**src/expander_pkg.sv**
```systemverilog
// shared constants of the peripheral interrupt expander
package expander_pkg;

	// group and line geometry
	localparam int GROUPS = 12;
	localparam int LINES = 8;
	localparam int TOTAL_LINES = GROUPS * LINES;

	// widths of the configuration, vector table, acceptance and trap ports
	localparam int CFG_ADDR_W = 8;
	localparam int VEC_IDX_W = 7;
	localparam int TRAP_NUM_W = 4;
	localparam int GROUP_IDX_W = 4;
	localparam int LINE_IDX_W = 3;

	// configuration word index of the first group enable register;
	// enable and flag registers of each group follow as pairs
	localparam logic [CFG_ADDR_W-1:0] CFG_GROUP_BASE = 8'h02;
	localparam logic [CFG_ADDR_W-1:0] CFG_GROUP_STRIDE = 8'h02;

	// reset values of the group registers
	localparam logic [LINES-1:0] ENABLE_RESET = 8'h00;
	localparam logic [LINES-1:0] FLAG_RESET = 8'h00;

	// remap select bit position and reset value
	localparam int REMAP_SELECT_BIT = 0;
	localparam logic REMAP_RESET = 1'b0;

	// group that carries the six capture units
	localparam int CAPTURE_GROUP = 4;
	localparam int CAPTURE_UNITS = 6;

	// lines wired to peripherals, bit 0 is line 1 of group 1
	localparam logic [TOTAL_LINES-1:0] WIRED_LINES = {
		8'hdf, 8'h00, 8'h00, 8'hff, 8'h33, 8'h3f,
		8'h3f, 8'h03, 8'h3f, 8'h3f, 8'h3f, 8'hfb};

	// software vector request number that would mean the reset vector
	localparam logic [TRAP_NUM_W-1:0] TRAP_RESET_NUM = 4'h0;

endpackage

```
**src/interrupt_group.sv**
```systemverilog
// one group of eight lines: enable register, flag register, group request
`timescale 1ns/1ps
module interrupt_group #(
	parameter int LINES = 8,
	parameter logic [LINES-1:0] WIRED = 8'hff
) (
	input wire logic clk_sys,
	input wire logic rstn,
	input wire logic ce,
	input wire logic [LINES-1:0] line_irq, // peripheral requests
	input wire logic enable_wr, // write of the group enable register
	input wire logic flag_wr, // write of the group flag register
	input wire logic [LINES-1:0] wdata,
	input wire logic [LINES-1:0] ack_clr, // flag clears on acceptance
	output logic [LINES-1:0] enable_q,
	output logic [LINES-1:0] flag_q,
	output logic group_irq
);

	logic [LINES-1:0] enable_reg, enable_next;
	logic [LINES-1:0] flag_reg, flag_next;
	logic irq_reg, irq_next;
	logic [LINES-1:0] hw_set; // peripheral sets from wired lines only

	////////////////////////////////////////////////////////////////////////
	// next values of enable, flag and group request
	always_comb begin
		// reserved lines ignore their input, so only software sets them
		hw_set = line_irq & WIRED;
		enable_next = enable_reg;
		if (enable_wr) begin
			enable_next = wdata;
		end
		flag_next = flag_reg;
		if (flag_wr) begin
			// a software write replaces the whole flag word; a pending
			// peripheral flag written as zero is lost unless it sets
			// again in the same cycle
			flag_next = wdata;
		end else begin
			flag_next = flag_reg & ~ack_clr;
		end
		// a set arriving with a clear wins
		flag_next = flag_next | hw_set;
		// request while any line is both flagged and enabled
		irq_next = |(flag_next & enable_next);
	end

	////////////////////////////////////////////////////////////////////////
	// registers, frozen while ce is low
	always_ff @(posedge clk_sys or negedge rstn) begin
		if (!rstn) begin
			enable_reg <= expander_pkg::ENABLE_RESET;
			flag_reg <= expander_pkg::FLAG_RESET;
			irq_reg <= 1'b0;
		end else if (ce) begin
			enable_reg <= enable_next;
			flag_reg <= flag_next;
			irq_reg <= irq_next;
		end
	end

	assign enable_q = enable_reg;
	assign flag_q = flag_reg;
	assign group_irq = irq_reg;

endmodule

```
**src/peripheral_interrupt_expander.sv**
```systemverilog
// peripheral interrupt expander: twelve groups of eight lines to the cpu
`timescale 1ns/1ps
module peripheral_interrupt_expander #(
	parameter int VEC_W = 22 // width of a stored vector address
) (
	input wire logic clk_sys,
	input wire logic rstn,
	input wire logic ce, // clock enable, freezes all state when low
	// peripheral requests, bit 0 is line 1 of group 1
	input wire logic [expander_pkg::TOTAL_LINES-1:0] periph_irq,
	// capture unit requests one to six
	input wire logic [expander_pkg::CAPTURE_UNITS-1:0] capture_unit_irq,
	input wire logic expander_enable, // expander in use by the cpu
	input wire logic write_unlock_state, // protected writes allowed
	// configuration register writes
	input wire logic cfg_wr,
	input wire logic [expander_pkg::CFG_ADDR_W-1:0] cfg_addr,
	input wire logic [expander_pkg::LINES-1:0] cfg_wdata,
	// vector table writes
	input wire logic vec_wr,
	input wire logic [expander_pkg::VEC_IDX_W-1:0] vec_idx,
	input wire logic [VEC_W-1:0] vec_wdata,
	// remap register write
	input wire logic remap_wr,
	input wire logic [expander_pkg::LINES-1:0] remap_wdata,
	// cpu acceptance of one line, clears its flag
	input wire logic irq_ack,
	input wire logic [expander_pkg::GROUP_IDX_W-1:0] ack_group,
	input wire logic [expander_pkg::LINE_IDX_W-1:0] ack_line,
	// software vector request
	input wire logic trap_req,
	input wire logic [expander_pkg::TRAP_NUM_W-1:0] trap_num,
	output logic trap_valid,
	output logic trap_undefined,
	output logic [VEC_W-1:0] trap_vector,
	// cpu interrupt lines, bit 0 is group 1
	output logic [expander_pkg::GROUPS-1:0] cpu_irq,
	// register contents for software reads
	output logic [expander_pkg::TOTAL_LINES-1:0] enable_bits,
	output logic [expander_pkg::TOTAL_LINES-1:0] flag_bits,
	output logic pwm_in_dma_frame
);

	localparam int G = expander_pkg::GROUPS;
	localparam int L = expander_pkg::LINES;
	localparam int NV = expander_pkg::TOTAL_LINES;

	// vector table: one entry per line only, no reset entry; a request
	// for number zero therefore has nothing to fetch and is refused
	// with the undefined flag set while the previous address stays on trap_vector
	logic [VEC_W-1:0] vec_mem [0:NV-1];
	logic [NV-1:0] line_src; // line inputs after source routing
	logic [G-1:0] enable_wr, flag_wr;
	logic [NV-1:0] ack_clr;

	// returns the vector index of line 1 of a group numbered from one
	// callers pass only 1..12, so the wrap of zero is never used
	function automatic logic [expander_pkg::VEC_IDX_W-1:0] first_line_of_group(
		input logic [expander_pkg::TRAP_NUM_W-1:0] num);
		logic [expander_pkg::VEC_IDX_W-1:0] g;
		g = {3'h0, num} - 7'h01;
		return g << 3;
	endfunction

	////////////////////////////////////////////////////////////////////////
	// source routing
	always_comb begin
		line_src = periph_irq;
		// capture units own lines 1..6 of their group; lines 7 and 8
		// stay reserved and are masked in the group by its wired mask
		// the general bits of lines 1..6 are overwritten, so a stray
		// level there can never pose as a capture request
		for (int i = 0; i < expander_pkg::CAPTURE_UNITS; i++) begin
			line_src[(expander_pkg::CAPTURE_GROUP - 1) * L + i] =
				capture_unit_irq[i];
		end
	end

	////////////////////////////////////////////////////////////////////////
	// configuration decode: enable and flag pairs at consecutive words
	always_comb begin
		enable_wr = '0;
		flag_wr = '0;
		// these writes take no unlock, unlike the vector table
		// unmapped word indices match no group and change nothing
		for (int g = 0; g < G; g++) begin
			if (cfg_wr && cfg_addr == expander_pkg::CFG_GROUP_BASE +
				8'(g) * expander_pkg::CFG_GROUP_STRIDE) begin
				enable_wr[g] = 1'b1;
			end
			if (cfg_wr && cfg_addr == expander_pkg::CFG_GROUP_BASE +
				8'(g) * expander_pkg::CFG_GROUP_STRIDE + 8'h01) begin
				flag_wr[g] = 1'b1;
			end
		end
	end

	////////////////////////////////////////////////////////////////////////
	// acceptance decode, one flag bit per acknowledge
	always_comb begin
		ack_clr = '0;
		// group numbers outside 1..12 clear nothing
		// acknowledging an idle line is harmless, its flag is clear
		if (irq_ack && ack_group != 4'h0 && ack_group <= 4'(G)) begin
			ack_clr[({3'h0, ack_group} - 7'h01) * 7'(L) +
				{4'h0, ack_line}] = 1'b1;
		end
	end

	////////////////////////////////////////////////////////////////////////
	// twelve groups, each driving one cpu line
	for (genvar g = 0; g < G; g++) begin : grp
		interrupt_group #(
			.LINES(L),
			.WIRED(expander_pkg::WIRED_LINES[g*L +: L])
		) u_group (
			.clk_sys(clk_sys),
			.rstn(rstn),
			.ce(ce),
			.line_irq(line_src[g*L +: L]),
			.enable_wr(enable_wr[g]),
			.flag_wr(flag_wr[g]),
			.wdata(cfg_wdata),
			.ack_clr(ack_clr[g*L +: L]),
			.enable_q(enable_bits[g*L +: L]),
			.flag_q(flag_bits[g*L +: L]),
			.group_irq(cpu_irq[g])
		);
	end

	////////////////////////////////////////////////////////////////////////
	// vector table writes, honoured only under the unlock state
	always_ff @(posedge clk_sys) begin
		// no reset on the table: its contents are data, not control
		if (ce && vec_wr && write_unlock_state && vec_idx < 7'(NV)) begin
			vec_mem[vec_idx] <= vec_wdata;
		end
	end

	////////////////////////////////////////////////////////////////////////
	// software vector request
	logic trap_valid_reg, trap_valid_next;
	logic trap_undef_reg, trap_undef_next;
	logic [VEC_W-1:0] trap_vec_reg, trap_vec_next;

	// decode of the request number, answered one edge later
	always_comb begin
		trap_valid_next = 1'b0;
		trap_undef_next = 1'b0;
		trap_vec_next = trap_vec_reg;
		// while disabled the expander does not answer; the cpu then
		// takes its vector elsewhere
		if (trap_req && expander_enable) begin
			trap_valid_next = 1'b1;
			if (trap_num == expander_pkg::TRAP_RESET_NUM ||
				trap_num > 4'(G)) begin
				// no entry exists: flag it and keep the old vector
				trap_undef_next = 1'b1;
			end else begin
				trap_vec_next = vec_mem[first_line_of_group(trap_num)];
			end
		end
	end

	// answer registers: valid and undefined stand for one cycle only
	always_ff @(posedge clk_sys or negedge rstn) begin
		if (!rstn) begin
			trap_valid_reg <= 1'b0;
			trap_undef_reg <= 1'b0;
			trap_vec_reg <= '0;
		end else if (ce) begin
			trap_valid_reg <= trap_valid_next;
			trap_undef_reg <= trap_undef_next;
			trap_vec_reg <= trap_vec_next;
		end
	end

	assign trap_valid = trap_valid_reg;
	assign trap_undefined = trap_undef_reg;
	assign trap_vector = trap_vec_reg;

	////////////////////////////////////////////////////////////////////////
	// pwm remap select, a protected register
	logic pwm_remap_select_bit_reg, pwm_remap_select_bit_next;

	// next remap select, taken only while writes are unlocked
	always_comb begin
		pwm_remap_select_bit_next = pwm_remap_select_bit_reg;
		// one moves the pwm registers to the dma frame, zero keeps them
		// in the ordinary 32-bit frame
		if (remap_wr && write_unlock_state) begin
			pwm_remap_select_bit_next =
				remap_wdata[expander_pkg::REMAP_SELECT_BIT];
		end
	end

	// remap register, cleared by reset so pwm starts in its usual frame
	always_ff @(posedge clk_sys or negedge rstn) begin
		if (!rstn) begin
			pwm_remap_select_bit_reg <= expander_pkg::REMAP_RESET;
		end else if (ce) begin
			pwm_remap_select_bit_reg <= pwm_remap_select_bit_next;
		end
	end

	assign pwm_in_dma_frame = pwm_remap_select_bit_reg;

endmodule

```
**config.mk**
```make
export PLATFORM = sky130hd
export DESIGN_NAME = peripheral_interrupt_expander
export DESIGN_NICKNAME = d
export VERILOG_FILES = /design/src/expander_pkg.sv /design/src/interrupt_group.sv /design/src/peripheral_interrupt_expander.sv
export SDC_FILE = /design/constraint.sdc
export NUM_CORES = 1
export LEC_CHECK = 0
export BUFFER_PORTS_ARGS = -buffer_cell sky130_fd_sc_hd__buf_2
export CAP_MARGIN = 25
export CORE_MARGIN = 2
export CORE_UTILIZATION = 40
export DETAILED_ROUTE_END_ITERATION = 12
export PLACE_DENSITY_LB_ADDON = 0.15
export SETUP_SLACK_MARGIN = 0.5
export SYNTH_ARGS = -nofsm -noshare
export SYNTH_HDL_FRONTEND = slang
export SYNTH_HIERARCHICAL = 1
export SYNTH_SLANG_ARGS = --single-unit
```
**constraint.sdc**
```tcl
create_clock -name clk_sys -period 5.35 [get_ports clk_sys]
set_clock_uncertainty 0.2 [all_clocks]
set_input_delay 0.535 -clock clk_sys [delete_from_list [all_inputs] [get_ports clk_sys]]
set_output_delay 0.535 -clock clk_sys [all_outputs]
set_load 0.005 [all_outputs]
```
Word-level counts from Yosys, hierarchy flattened
Memories as Yosys holds them, arrays and structs flattened. A register that Yosys moved wholly into a read port is not among the register bits.
Index checks and enable logic that the tools add are counted.
- mux-type cells: 56
- magnitude comparators: 5
- eq/ne operators: 24
- bitwise operators: 47
- add/subtract/negate cells: 3
- reductions and logical operators: 50
- operator list (operator ; count):
    $and 8x8->8 ; 24
    $mux 8 ; 24
    $mux 96 ; 1
    $not 8->8 ; 12
    $reduce_or 8->1 ; 12
    $eq 8x5->1 const B ; 10
    $eq 8x4->1 const B ; 8
    $or 8x6->8 ; 6
    $eq 8x3->1 const B ; 4
    $logic_and 1x1->1 ; 32
    $mux 1 ; 30
    $or 8x8->8 ; 3
    $eq 8x2->1 const B ; 2
    $lt 7x8->1 const B ; 1
    $or 8x2->8 ; 1
    $sub 4x1->4 const B ; 2
    $add 7x3->7 ; 1
    $demux 1 s7 ; 1
    $ge 7x1->1 const B ; 1
    $lt 7x7->1 const B ; 1
    $gt 4x4->1 const B ; 1
    $le 4x4->1 const B ; 1
    $logic_not 4->1 ; 1
    $reduce_bool 4->1 ; 1
    5 further kinds ; 5
- bits in registers: 207
- output and inout bits: 229
- input port bits: 176
- bits in writable memories: 2112
- word-level logic and storage cells: 225
- memories kept: 1
- memories (name ; words ; bits a word ; read ports ; clocked after Yosys merged registers in ; write ports ; RTL line ; text):
    vec_mem ; 96 ; 22 ; 1 ; 1 ; 1 ; peripheral_interrupt_expander.sv:51 ; logic [VEC_W-1:0] vec_mem [0:NV-1];

Logic depth before layout (Yosys ltp)
Gate-level depths: netlist of run 1.
- depth after elaboration: 13
- depth in mapped cells: 12
- mapped depth without buffers: 8

Hierarchy
Netlist of run 1, hierarchy kept.
- by module, submodules not included (module ; instances ; area each (um^2) ; cells each ; sequential area each (um^2)):
    peripheral_interrupt_expander ; 1 ; 12205.5 ; 820 ; 8553.2
    interrupt_group at grp[1].u_group ... ; 5 ; 883.3 ; 83 ; 425.4
    interrupt_group at grp[10].u_group ... ; 2 ; 874.6 ; 77 ; 425.4
    interrupt_group at grp[11].u_group ; 1 ; 944.7 ; 81 ; 425.4
    interrupt_group at grp[0].u_group ; 1 ; 905.9 ; 81 ; 425.4
    interrupt_group at grp[7].u_group ; 1 ; 889.6 ; 80 ; 425.4
    interrupt_group at grp[4].u_group ; 1 ; 884.6 ; 83 ; 425.4
    interrupt_group at grp[8].u_group ; 1 ; 878.3 ; 79 ; 425.4

Worst setup path before layout of run 1
Ideal clock, no wire load.
- path kind: input-to-reg
- start point: input port cfg_addr[6] (netlist bit)
- end point: register grp[8].u_group.irq_reg
- buffers on the path: 1
- data arrival time: 2853 ps
- cell stages on the path: 9
- library setup time: 129 ps
- setup slack: 2168 ps
- data required time: 5021 ps
- path through: nand2b_1 or4b_2 or3_1 nor2_1 buf_6 nor2_2 a221oi_2 o2bb2ai_1 o41a_1
- word-level cells in the longest chain between the ends: 7
- elaborated cells on any way between the ends: 11
- classes of those cells: eq/ne (2); mux (4); bitwise (2); reduce/logical (3)
- ends and longest elaborated chain (what ; RTL line ; text):
    from (decl) ; peripheral_interrupt_expander.sv:17 ; input wire logic [expander_pkg::CFG_ADDR_W-1:0] cfg_addr,
    $eq 8x5->1 ; peripheral_interrupt_expander.sv:91 ; if (cfg_wr && cfg_addr == expander_pkg::CFG_GROUP_BASE +
    $logic_and 1x1->1 ; peripheral_interrupt_expander.sv:91 ;
    $mux 1 ; peripheral_interrupt_expander.sv:91 ;
    named net flag_wr[8] ; peripheral_interrupt_expander.sv:53 ; logic [G-1:0] enable_wr, flag_wr;
    $mux 8 ; interrupt_group.sv:35 ; if (flag_wr) begin
    $or 8x8->8 ; interrupt_group.sv:44 ; flag_next = flag_next | hw_set;
    $and 8x8->8 ; interrupt_group.sv:46 ; irq_next = |(flag_next & enable_next);
    $reduce_or 8->1 ; interrupt_group.sv:46 ;
    to (signal assigned) ; interrupt_group.sv:59 ; irq_reg <= irq_next;
    to (decl) ; interrupt_group.sv:22 ; logic irq_reg, irq_next;
The timed path passes the listed nets, and every way through them passes these cells.
A chain may end at the register's enable or synchronous reset.

Worst setup path after layout of run 1
- start point: input port cfg_addr[6] (netlist bit)
- end point: register grp[0].u_group.irq_reg
- word-level cells in the longest chain between the ends: 7
- elaborated cells on any way between the ends: 11
- classes of those cells: eq/ne (2); mux (4); bitwise (2); reduce/logical (3)
- ends and longest elaborated chain (what ; RTL line):
    $eq 8x2->1 ; peripheral_interrupt_expander.sv:91
    $logic_and 1x1->1 ; peripheral_interrupt_expander.sv:91
    $mux 1 ; peripheral_interrupt_expander.sv:91
    named net flag_wr[0] ; peripheral_interrupt_expander.sv:53
    $mux 8 ; interrupt_group.sv:35
    $or 8x8->8 ; interrupt_group.sv:44
    $and 8x8->8 ; interrupt_group.sv:46
    $reduce_or 8->1 ; interrupt_group.sv:46
    to (signal assigned) ; interrupt_group.sv:59
    to (decl) ; interrupt_group.sv:22
The timed path passes the listed nets, and every way through them passes these cells.

==> flow_metrics.tcl, run 1 <==
set metrics [dict create \
    status "finished clean" \
    drv_slew 0 \
    min_period_ns 3.39 \
    row_count 87 \
    ir_worst_vdd_v 0.000247 \
    synth_compound_area_share_pct 13.5 \
    antenna_found_initial 6 \
    setup_tns_ns 0 \
    synth_mux_area_share_pct 11.3 \
    leakage_nw 10.6 \
    p_comb_share_pct 9.0 \
    final_area_sq_um 27300 \
    die-width_um 243 \
    finalWirelength_mm 70.7 \
    cts_tree "yes" \
    cts_made_buffers 54 \
    numPortBuffers 353 \
    clkPwrFrac_pct 42.6 \
    fmax_mhz 295 \
    routedWlPerCell_um 24.0 \
    syn_avg_cell_area_sq_um 12.8 \
    rr_worst_depth 4 \
    drtIter0Drc 1071 \
    multi_input_area_sq_um 8690 \
    cp_max_fo 16 \
    clk_pin_slew_worst_paths_ns 0.06 \
    hp-class "in -> reg" \
    largest_reg_flops 264 \
    yosysTopAreaCell "edfxtp_1" \
    grt_max_degree 130 \
    fin_crit_sh_pct 63.4 \
    nFillCells 5124 \
    worstMarginPinSlew_ns 1.10 \
    cts_resized 0 \
    dieArea_sq_um 59100 \
    internal_power_w 0.00654 \
    dp_slack_ns 1.41 \
    seq_area_sq_um 13700 \
    synthXorXnorAreaFrac_pct 0.115 \
    area_growth_pct 19.3 \
    swShare_pct 24.3 \
    synth_cells 1793 \
    syn_nets 1971 \
    via_count 16500 \
    rsz0062_at_grt "no" \
    netlist_area_sq_um 22900 \
    synth_adder_area_share_pct 0.109 \
    core_area_sq_um 56500 \
    layout_setup_ws_ns 1.96 \
    grt_pass1_wl_mm 105 \
    endpoint_kind "register" \
    async_flop_share_pct 46.5 \
    start_util_pct 40.5 \
    ys.flop_type "edfxtp_1" \
    firstDrtPassIters 5 \
    synth-simple-area-share_pct 12.4 \
    cts_hold_buf 2 \
    finalSetupViolCount 0 \
    drive_gt1_share_pct 30.9 \
    cts_setup_buffers 0 \
    power_frac_seq_pct 48.4 \
    hold_violations 0 \
    clock_latency_ns 0.61 \
    place_congestion 0.870 \
    crit_type "in -> reg" \
    yosysTopAreaCellShare_pct 34.7 \
    ys_seq_elements 493 \
    p_switching_w 0.00210 \
    cp-start-kind "input port" \
    power_density_nw_per_um2 316 \
    nets 2315 \
    slew_headroom_pct 27.0 \
    overflow 0 \
    hold_depth 3 \
    dp_hpwl_mm 45.8 \
    regMostFlops "vec_mem" \
    die_y_um 243 \
    fin_util_pct 48.3 \
    drc_errors 0 \
    cts.sinks 493 \
    holdWs_ns 0.0426 \
    placed_area_sq_um 25500 \
    grt_pass1_vias 16100 \
    vias_per_cell 5.60 \
    io_pins 405 \
    antenna_left 0 \
    synth_edf_count 264 \
    h-tree-depth 2 \
    yosysSeqAreaShare_pct 59.7 \
    synth_top_family_by_area "compound AO/OA/AOI/OAI gates" \
    synth.distinct_cells 78 \
    cts_root_buffer "clkbuf_16" \
    grt_usage_pct 23.4 \
    cts_max_path_buffers 3 \
    drv_cap 0 \
    cp.required_ns 5.62 \
    worst-endpoint-arrival_ns 3.66 \
    yosys_warnings 6 \
    synth_area_leaders "edfxtp_1 35%, dfrtp_1 25%, mux2_2 4.2%, mux2i_1 3.9%, nor2_1 3.9%" \
]
==> layer usage <==
metal	GRT usage, %	vias up	part of all wire [%]	routed length [um]
li1	-	7573	-	-
met1	30.5	8262	42	29700
met2	39.9	536	49	34800
met3	3.65	114	5.8	4080
met4	7.87	4	2.9	2040
met5	0	-	0.031	22
==> area by class of cell <==
type	count	area share (%)
Timing Repair Buffer	402	8.01
Sequential cell	493	50.0
Clock buffer	80	5.75
Inverter	11	0.151
Antenna cell	7	0.0642
Clock inverter	21	0.674
Multi-Input combinational cell	1175	31.8
Tap cell	756	3.47
==> cells in the mapped netlist (all sizes together), types with 8 or more instances <==
master / number
a31oi: 15
mux2: 100
nor3b: 36
o21a: 29
nor2: 242
o32a: 8
nand2b: 8
o41ai: 20
buf: 55
clkbuf: 59
nand3: 12
a211oi: 26
o221ai: 15
edfxtp: 264
a32o: 15
mux2i: 90
nor3: 9
inv: 11
nor2b: 83
or3b: 21
and3: 41
a22o: 43
mux4: 24
o22ai: 44
a21o: 9
nand2: 43
or2: 17
a21oi: 73
o21ai: 49
a2111oi: 40
dfrtp: 229
==> worst max-delay path, stage by stage <==
cell and delay, ns:
buf_2 0.09, nand2b_1 0.14, nor4_1 0.69, nand3_1 0.31, nor3_2 0.87, nor3b_1 0.12
a211oi_1 0.37, o22ai_1 0.16, o32a_1 0.35
==> cell families after synthesis <==
family,count (synthesis)
DFF,493
and+or+nand+nor,544
buffers and inverters,125
xor gates and xnor gates,3
AOI/OAI and AO/OA,412
muxes,214
adders and majority gates,2
==> cell usage in the layout, fill, tap and decap left out, types with 12 or more instances in the layout <==
cell type | synthesis | layout
o41ai_1 | 20 | 20
dfrtp_1 | 229 | 229
a31oi_1 | 15 | 15
nor2_4 | 2 | 14
mux2_2 | 86 | 86
and3_1 | 41 | 41
a211oi_1 | 18 | 18
clkbuf_16 | 0 | 55
o22ai_1 | 44 | 44
edfxtp_1 | 264 | 264
o21ai_0 | 46 | 46
nor2_1 | 239 | 227
mux4_2 | 24 | 24
a21oi_1 | 73 | 73
a32o_1 | 15 | 15
a22o_1 | 43 | 43
nor2b_1 | 83 | 83
clkbuf_1 | 59 | 15
buf_2 | 22 | 350
nand2_1 | 43 | 43
buf_4 | 7 | 45
mux2i_1 | 90 | 90
a2111oi_0 | 40 | 40
nand3_1 | 12 | 12
o21a_1 | 29 | 29
or3b_2 | 18 | 18
nor3b_1 | 33 | 33
==> metrics by stage <==
| stage | std cells | power, W |
|---|---|---|
| after CTS | 2938 | 0.00873 |
| after global routing | 2942 | 0.00895 |
| final | 2945 | 0.00864 |
| after floorplan | 1793 | 0.00460 |
| after detailed placement | 2835 | 0.00504 |
| after global placement | 2834 | 0.00502 |
==> power groups by stage <==
| stage | Sequential [W] | Clock, W | Combinational [W] |
|---|---|---|---|
| 4_1_cts | 0.00418 | 0.00376 | 0.000785 |
| 3_3_place_gp | 0.00425 | 0 | 0.000773 |
| 6_report | 0.00418 | 0.00368 | 0.000776 |
| 3_5_place_dp | 0.00425 | 0 | 0.000782 |
| 2_1_floorplan | 0.00425 | 0 | 0.000352 |
| 5_1_grt | 0.00419 | 0.00391 | 0.000843 |
==> worst paths after layout <==
check / start / to / slack, ns
setup / recovery: cfg_addr[6] / grp[0].u_group/group_irq$_DFFE_PN0P_ / 1.96
hold / removal: periph_irq[52] / grp[6].u_group/flag_q[4]$_DFFE_PN0P_ / 0.04
setup reg to reg: grp[3].u_group/enable_q[0]$_DFFE_PN0P_ / grp[3].u_group/group_irq$_DFFE_PN0P_ / 3.39
hold reg to reg: trap_vector[17]$_DFFE_PN0P_ / trap_vector[17]$_DFFE_PN0P_ / 0.28
max in group asynchronous: rstn / grp[6].u_group/enable_q[4]$_DFFE_PN0P_ / 3.29
min in group asynchronous: rstn / grp[0].u_group/enable_q[1]$_DFFE_PN0P_ / 0.41
Note: power is estimated with default switching activity, not from simulation.
==> run 2, diff against run 1 <==
Clock period 5.35 ns to 3.1 ns, I/O delays scaled along.
==> run 2 against run 1 <==
  * Clock power grew 86%
  * Core utilization grew 3.0 points
  * Combinational power grew 93%
  * Final cell count grew 4.9%
  * Critical path depth is the same
  * Register-to-register slack lost 2.2 ns
  * Hold slack lost 0.0067 ns
  * Highest routed layer unchanged
==> flow_metrics.tcl, run 2 (synthesis results as in run 1) <==
set metrics [dict create \
    status "finished clean" \
    ir_worst_vdd_v 0.000468 \
    grt_pass1_vias 17100 \
    dp.cells 2901 \
    grt_max_degree 149 \
    nFillCells 4978 \
    start_util_pct 40.5 \
    drive_gt1_share_pct 32.2 \
    cts_tree "yes" \
    cts_max_path_buffers 3 \
    die_y_um 243 \
    area_growth_pct 26.7 \
    antenna_found_initial 4 \
    finalSetupViolCount 0 \
    hp-class "in -> async" \
    fmax_mhz 392 \
    finalWirelength_mm 72.9 \
    slew_headroom_pct 34.6 \
    fin_util_pct 51.3 \
    place_congestion 0.889 \
    overflow 0 \
    hold_violations 0 \
    drc_errors 0 \
    drtIter0Drc 1364 \
    nets 2466 \
    rsz0062_at_grt "yes" \
    via_count 17200 \
    fin_crit_sh_pct 82.4 \
    layoutNonFillerInstCount 3090 \
    crit_type "in -> reg" \
    cts_root_buffer "clkbuf_16" \
    setup_tns_ns 0 \
    regMostFlops "vec_mem" \
    worstMarginPinSlew_ns 0.981 \
    die-width_um 243 \
    routedWlPerCell_um 23.6 \
    antenna_left 0 \
    largest_reg_flops 264 \
    cts_made_buffers 54 \
    dieArea_sq_um 59100 \
    cp_max_fo 5 \
    endpoint_kind "register" \
    core_area_sq_um 56500 \
    final_cell_mix "350 x buf_2, 264 x edfxtp_1, 229 x dfrtp_1, 223 x nor2_1, 93 x buf_4" \
    clk_pin_slew_worst_paths_ns 0.06 \
    min_period_ns 2.55 \
    h-tree-depth 2 \
    dp_hpwl_mm 47.4 \
    firstDrtPassIters 5 \
    drv_slew 0 \
    cp.required_ns 3.40 \
    leakage_nw 11.4 \
    vias_per_cell 5.57 \
    cp-start-kind "input port" \
    holdWs_ns 0.0359 \
    grt_usage_pct 24.2 \
    numPortBuffers 353 \
    worst-endpoint-arrival_ns 2.85 \
    cts.sinks 493 \
    clock_latency_ns 0.62 \
    io_pins 405 \
    final_common_cell "buf_2" \
    grt_pass1_wl_mm 109 \
    power_density_nw_per_um2 537 \
    drv_cap 0 \
    row_count 87 \
]
## run 2: changes by cell type in the layout (fill, tap and decap cells not counted), moves of 11 or more
cell / previous run / this run
buf_12: 2 / 19
buf_4: 45 / 93
dlygate4sd3_1: 2 / 86
nor2_2: 1 / 16
nor2_4: 14 / 3
## run 2: final timing paths
path / from / to / slack [ns] / cells past startpoint
min in group clk_sys: ce / grp[1].u_group/flag_q[1]$_DFFE_PN0P_ / 0.04 / 3
min reg2reg: trap_vector[17]$_DFFE_PN0P_ / trap_vector[17]$_DFFE_PN0P_ / 0.28 / 2
max in group asynchronous: rstn / grp[2].u_group/enable_q[7]$_DFFE_PN0P_ / 1.82 / 3
min: rstn / grp[0].u_group/flag_q[1]$_DFFE_PN0P_ / 0.04 / 2
max reg2reg: grp[2].u_group/enable_q[0]$_DFFE_PN0P_ / grp[2].u_group/group_irq$_DFFE_PN0P_ / 1.15 / 4
max: ack_group[1] / grp[5].u_group/group_irq$_DFFE_PN0P_ / 0.55 / 9
## run 2: area by class of cell
class | instances | area [sq um] | area share, %
Clock buffer | 76 | 1530 | 5.26
Clock inverter | 25 | 383 | 1.32
Tap cell | 756 | 946 | 3.26
Timing Repair Buffer | 552 | 3740 | 12.9
Inverter | 11 | 41.3 | 0.142
Antenna cell | 1 | 2.50 | 0.00863
Multi-Input combinational cell | 1176 | 8680 | 30.0
Sequential cell | 493 | 13700 | 47.1
## run 2: metal layers
layer / up-vias / wire [um] / GRT usage, %
met1: 8650 / 30400 / 31.3
met4: 4 / 2130 / 7.33
met2: 575 / 36500 / 42.2
met3: 116 / 3760 / 3.16
met5: - / 31 / 0
li1: 7863 / - / -
## run 2: power by group
part | switching (W) | internal (W) | total [W]
combinational | 0.000847 | 0.000650 | 0.00150
sequential | 0.000136 | 0.00709 | 0.00723
clock | 0.00271 | 0.00411 | 0.00683
## run 2: timing repair
| action | 4_1_cts | 5_1_grt |
|---|---|---|
| gates resized for setup | 0 | 1 |
| endpoints found under the hold margin | 563 | 0 |
| endpoints found under the setup margin | 0 | 3 |
| setup buffers | 0 | 0 |
| hold buffers | 86 | 0 |
## run 2: critical path, stage by stage
cell and delay (ns):
buf_2 0.11, o211a_1 0.23, or4_4 0.53, or3b_4 0.50
nor2_1 0.14, or3b_4 0.15, a32oi_1 0.08, or4_1 0.50
o32a_1 0.30
## run 2: per-stage QoR
| step | setup slack (ns) | total power [W] | area, sq um |
|---|---|---|---|
| after floorplan | 0.190 | 0.00795 | 22900 |
| final | 0.547 | 0.0156 | 29000 |
| after global routing | 0.490 | 0.0161 | 29000 |
| after detailed placement | -0.109 | 0.00877 | 26200 |
| after CTS | 0.548 | 0.0157 | 29000 |
| after global placement | -0.0588 | 0.00875 | 26200 |
==> run 3, diff against run 2 <==
Clock period 3.1 ns to 2.25 ns, I/O delays scaled along.
==> run 3 against run 2 <==
  * Core utilization is 6.8 points higher
  * Critical endpoint is now grp[7].u_group/group_irq$_DFFE_PN0P_
  * Die area unchanged
  * Critical path type unchanged
  * Final area up 13%
  * Via count rose by 7.7%
  * The flow now finishes with violations (negative setup slack)
  * Register-to-register slack got worse by 0.84 ns
==> flow_metrics.tcl, run 3 (synthesis results as in run 1) <==
set metrics [dict create \
    power_w 0.0222 \
    hold_depth 3 \
    cp.required_ns 2.54 \
    numPortBuffers 353 \
    die_y_um 243 \
    grt_usage_pct 25.7 \
    dieArea_sq_um 59100 \
    area_growth_pct 43.5 \
    drive_gt1_share_pct 45.0 \
    nets 2680 \
    rsz0062_at_grt "yes" \
    violations "negative setup slack" \
    cp_max_fo 7 \
    placed_area_sq_um 28400 \
    dp_hpwl_mm 52.5 \
    finalSetupViolCount 11 \
    final_cell_mix "347 x buf_2, 264 x edfxtp_1, 229 x dfrtp_1, 202 x buf_4, 178 x nor2_1" \
    routedWlPerCell_um 23.8 \
    largest_reg_flops 264 \
    worstMarginPinSlew_ns 1.02 \
    clock_latency_ns 0.62 \
    hold_path_end "grp[2].u_group/enable_q[0]$_DFFE_PN0P_" \
    drv_cap 0 \
    via_count 18500 \
    h-tree-depth 2 \
    regMostFlops "vec_mem" \
    final_area_sq_um 32800 \
    start_util_pct 40.5 \
    cts_tree "yes" \
    multi_input_area_sq_um 10100 \
    dp.cells 3061 \
    worst-endpoint-arrival_ns 2.74 \
    r2r_end "grp[1].u_group/group_irq$_DFFE_PN0P_" \
    layoutNonFillerInstCount 3306 \
    drc_errors 0 \
    cp-start-kind "input port" \
    antenna_left 0 \
    crit_type "in -> reg" \
    status "finished with violations" \
    holdWs_ns 0.0377 \
    grt_pass1_wl_mm 115 \
    grt_pass1_vias 18000 \
    vias_per_cell 5.61 \
    ir_worst_vdd_v 0.000654 \
    place_congestion 0.890 \
    grt_max_degree 74 \
    clk_pin_slew_worst_paths_ns 0.06 \
    antenna_found_initial 3 \
    power_density_nw_per_um2 678 \
    cts_max_path_buffers 3 \
    slew_headroom_pct 31.8 \
    firstDrtPassIters 5 \
    min_period_ns 2.44 \
    nFillCells 4562 \
    hold_violations 0 \
    overflow 0 \
    hp-class "in -> reg" \
    io_pins 405 \
    fmax_mhz 409 \
    drv_slew 0 \
    min_from "cfg_wdata[0]" \
    final_common_cell "buf_2" \
    rr_startpoint "grp[1].u_group/enable_q[0]$_DFFE_PN0P_" \
    cts_root_buffer "clkbuf_16" \
    cts_made_buffers 55 \
    rr_worst_depth 4 \
    core_area_sq_um 56500 \
    row_count 87 \
    endpoint_kind "register" \
    layout_setup_ws_ns -0.195 \
    finalWirelength_mm 78.7 \
    dp_slack_ns -0.842 \
    cts.sinks 493 \
    seq_area_sq_um 13700 \
    drtIter0Drc 1365 \
    die-width_um 243 \
    regToRegSetupSlack_ns 0.31 \
    fin_crit_sh_pct 109 \
    leakage_nw 13.1 \
]
## run 3: routing by layer
layer	wire length [um]	global-route usage [%]	up-vias
met1	31900	33.3	9353
met5	22	0	-
met2	39700	44.5	689
met3	4430	3.69	154
li1	-	-	8339
met4	2680	8.07	4
## run 3: where the power goes
part           switching [W]  total [W]  leakage, nW  internal, W
combinational        0.00136    0.00252         7.01      0.00116
sequential          0.000201    0.00997         5.12      0.00977
clock                0.00377    0.00975        0.974      0.00599
total                0.00533     0.0222         13.1       0.0169
## run 3: metrics by stage
| stage | setup TNS, ns | util, % |
|---|---|---|
| 3_5_place_dp | -38.59 | 50.2 |
| 3_3_place_gp | -35.92 | 50.2 |
| 6_report | -1.52 | 58.1 |
| 2_1_floorplan | -5.06 | - |
| 5_1_grt | -2.12 | 58.1 |
| 4_1_cts | -0.877 | 56.1 |
## run 3: area by class of cell
cell class | instances | area share, %
clock buffers | 79 | 4.87
multi-input cells | 1176 | 30.9
clock inverters | 23 | 1.17
well taps | 756 | 2.88
diodes | 3 | 0.0229
flip-flops and latches | 493 | 41.6
repair buffers | 765 | 18.4
inverters | 11 | 0.133
## run 3: what timing repair did
action                                 4_1_cts  5_1_grt
setup endpoints to repair                  107      227
hold buffers                                92        1
pin swaps                                   20       65
resized for setup                           71      211
endpoints found under the hold margin      581        1
cloned                                       3        2
buffers inserted                            10       32
## run 3: worst max path at each step
stage                                                 endpoint  cells past startpoint  slack [ns]          from
after detailed placement  grp[5].u_group/group_irq$_DFFE_PN0P_                      9       -0.84  ack_group[1]
after floorplan           grp[3].u_group/group_irq$_DFFE_PN0P_                      9       -0.57  ack_group[1]
after global placement    grp[3].u_group/group_irq$_DFFE_PN0P_                      9       -0.80  ack_group[1]
final                     grp[7].u_group/group_irq$_DFFE_PN0P_                     10       -0.19  ack_group[1]
after CTS                 grp[3].u_group/group_irq$_DFFE_PN0P_                      9       -0.13  ack_group[1]
after global routing      grp[7].u_group/group_irq$_DFFE_PN0P_                     10       -0.24  ack_group[1]
## run 3: critical path, stage by stage
cell      delay, ns
buf_6          0.09
o211a_1        0.23
or4_4          0.53
or3b_4         0.53
buf_4          0.21
nor2_1         0.09
or3b_4         0.13
nand4b_1       0.11
a22o_1         0.24
o41a_1         0.34
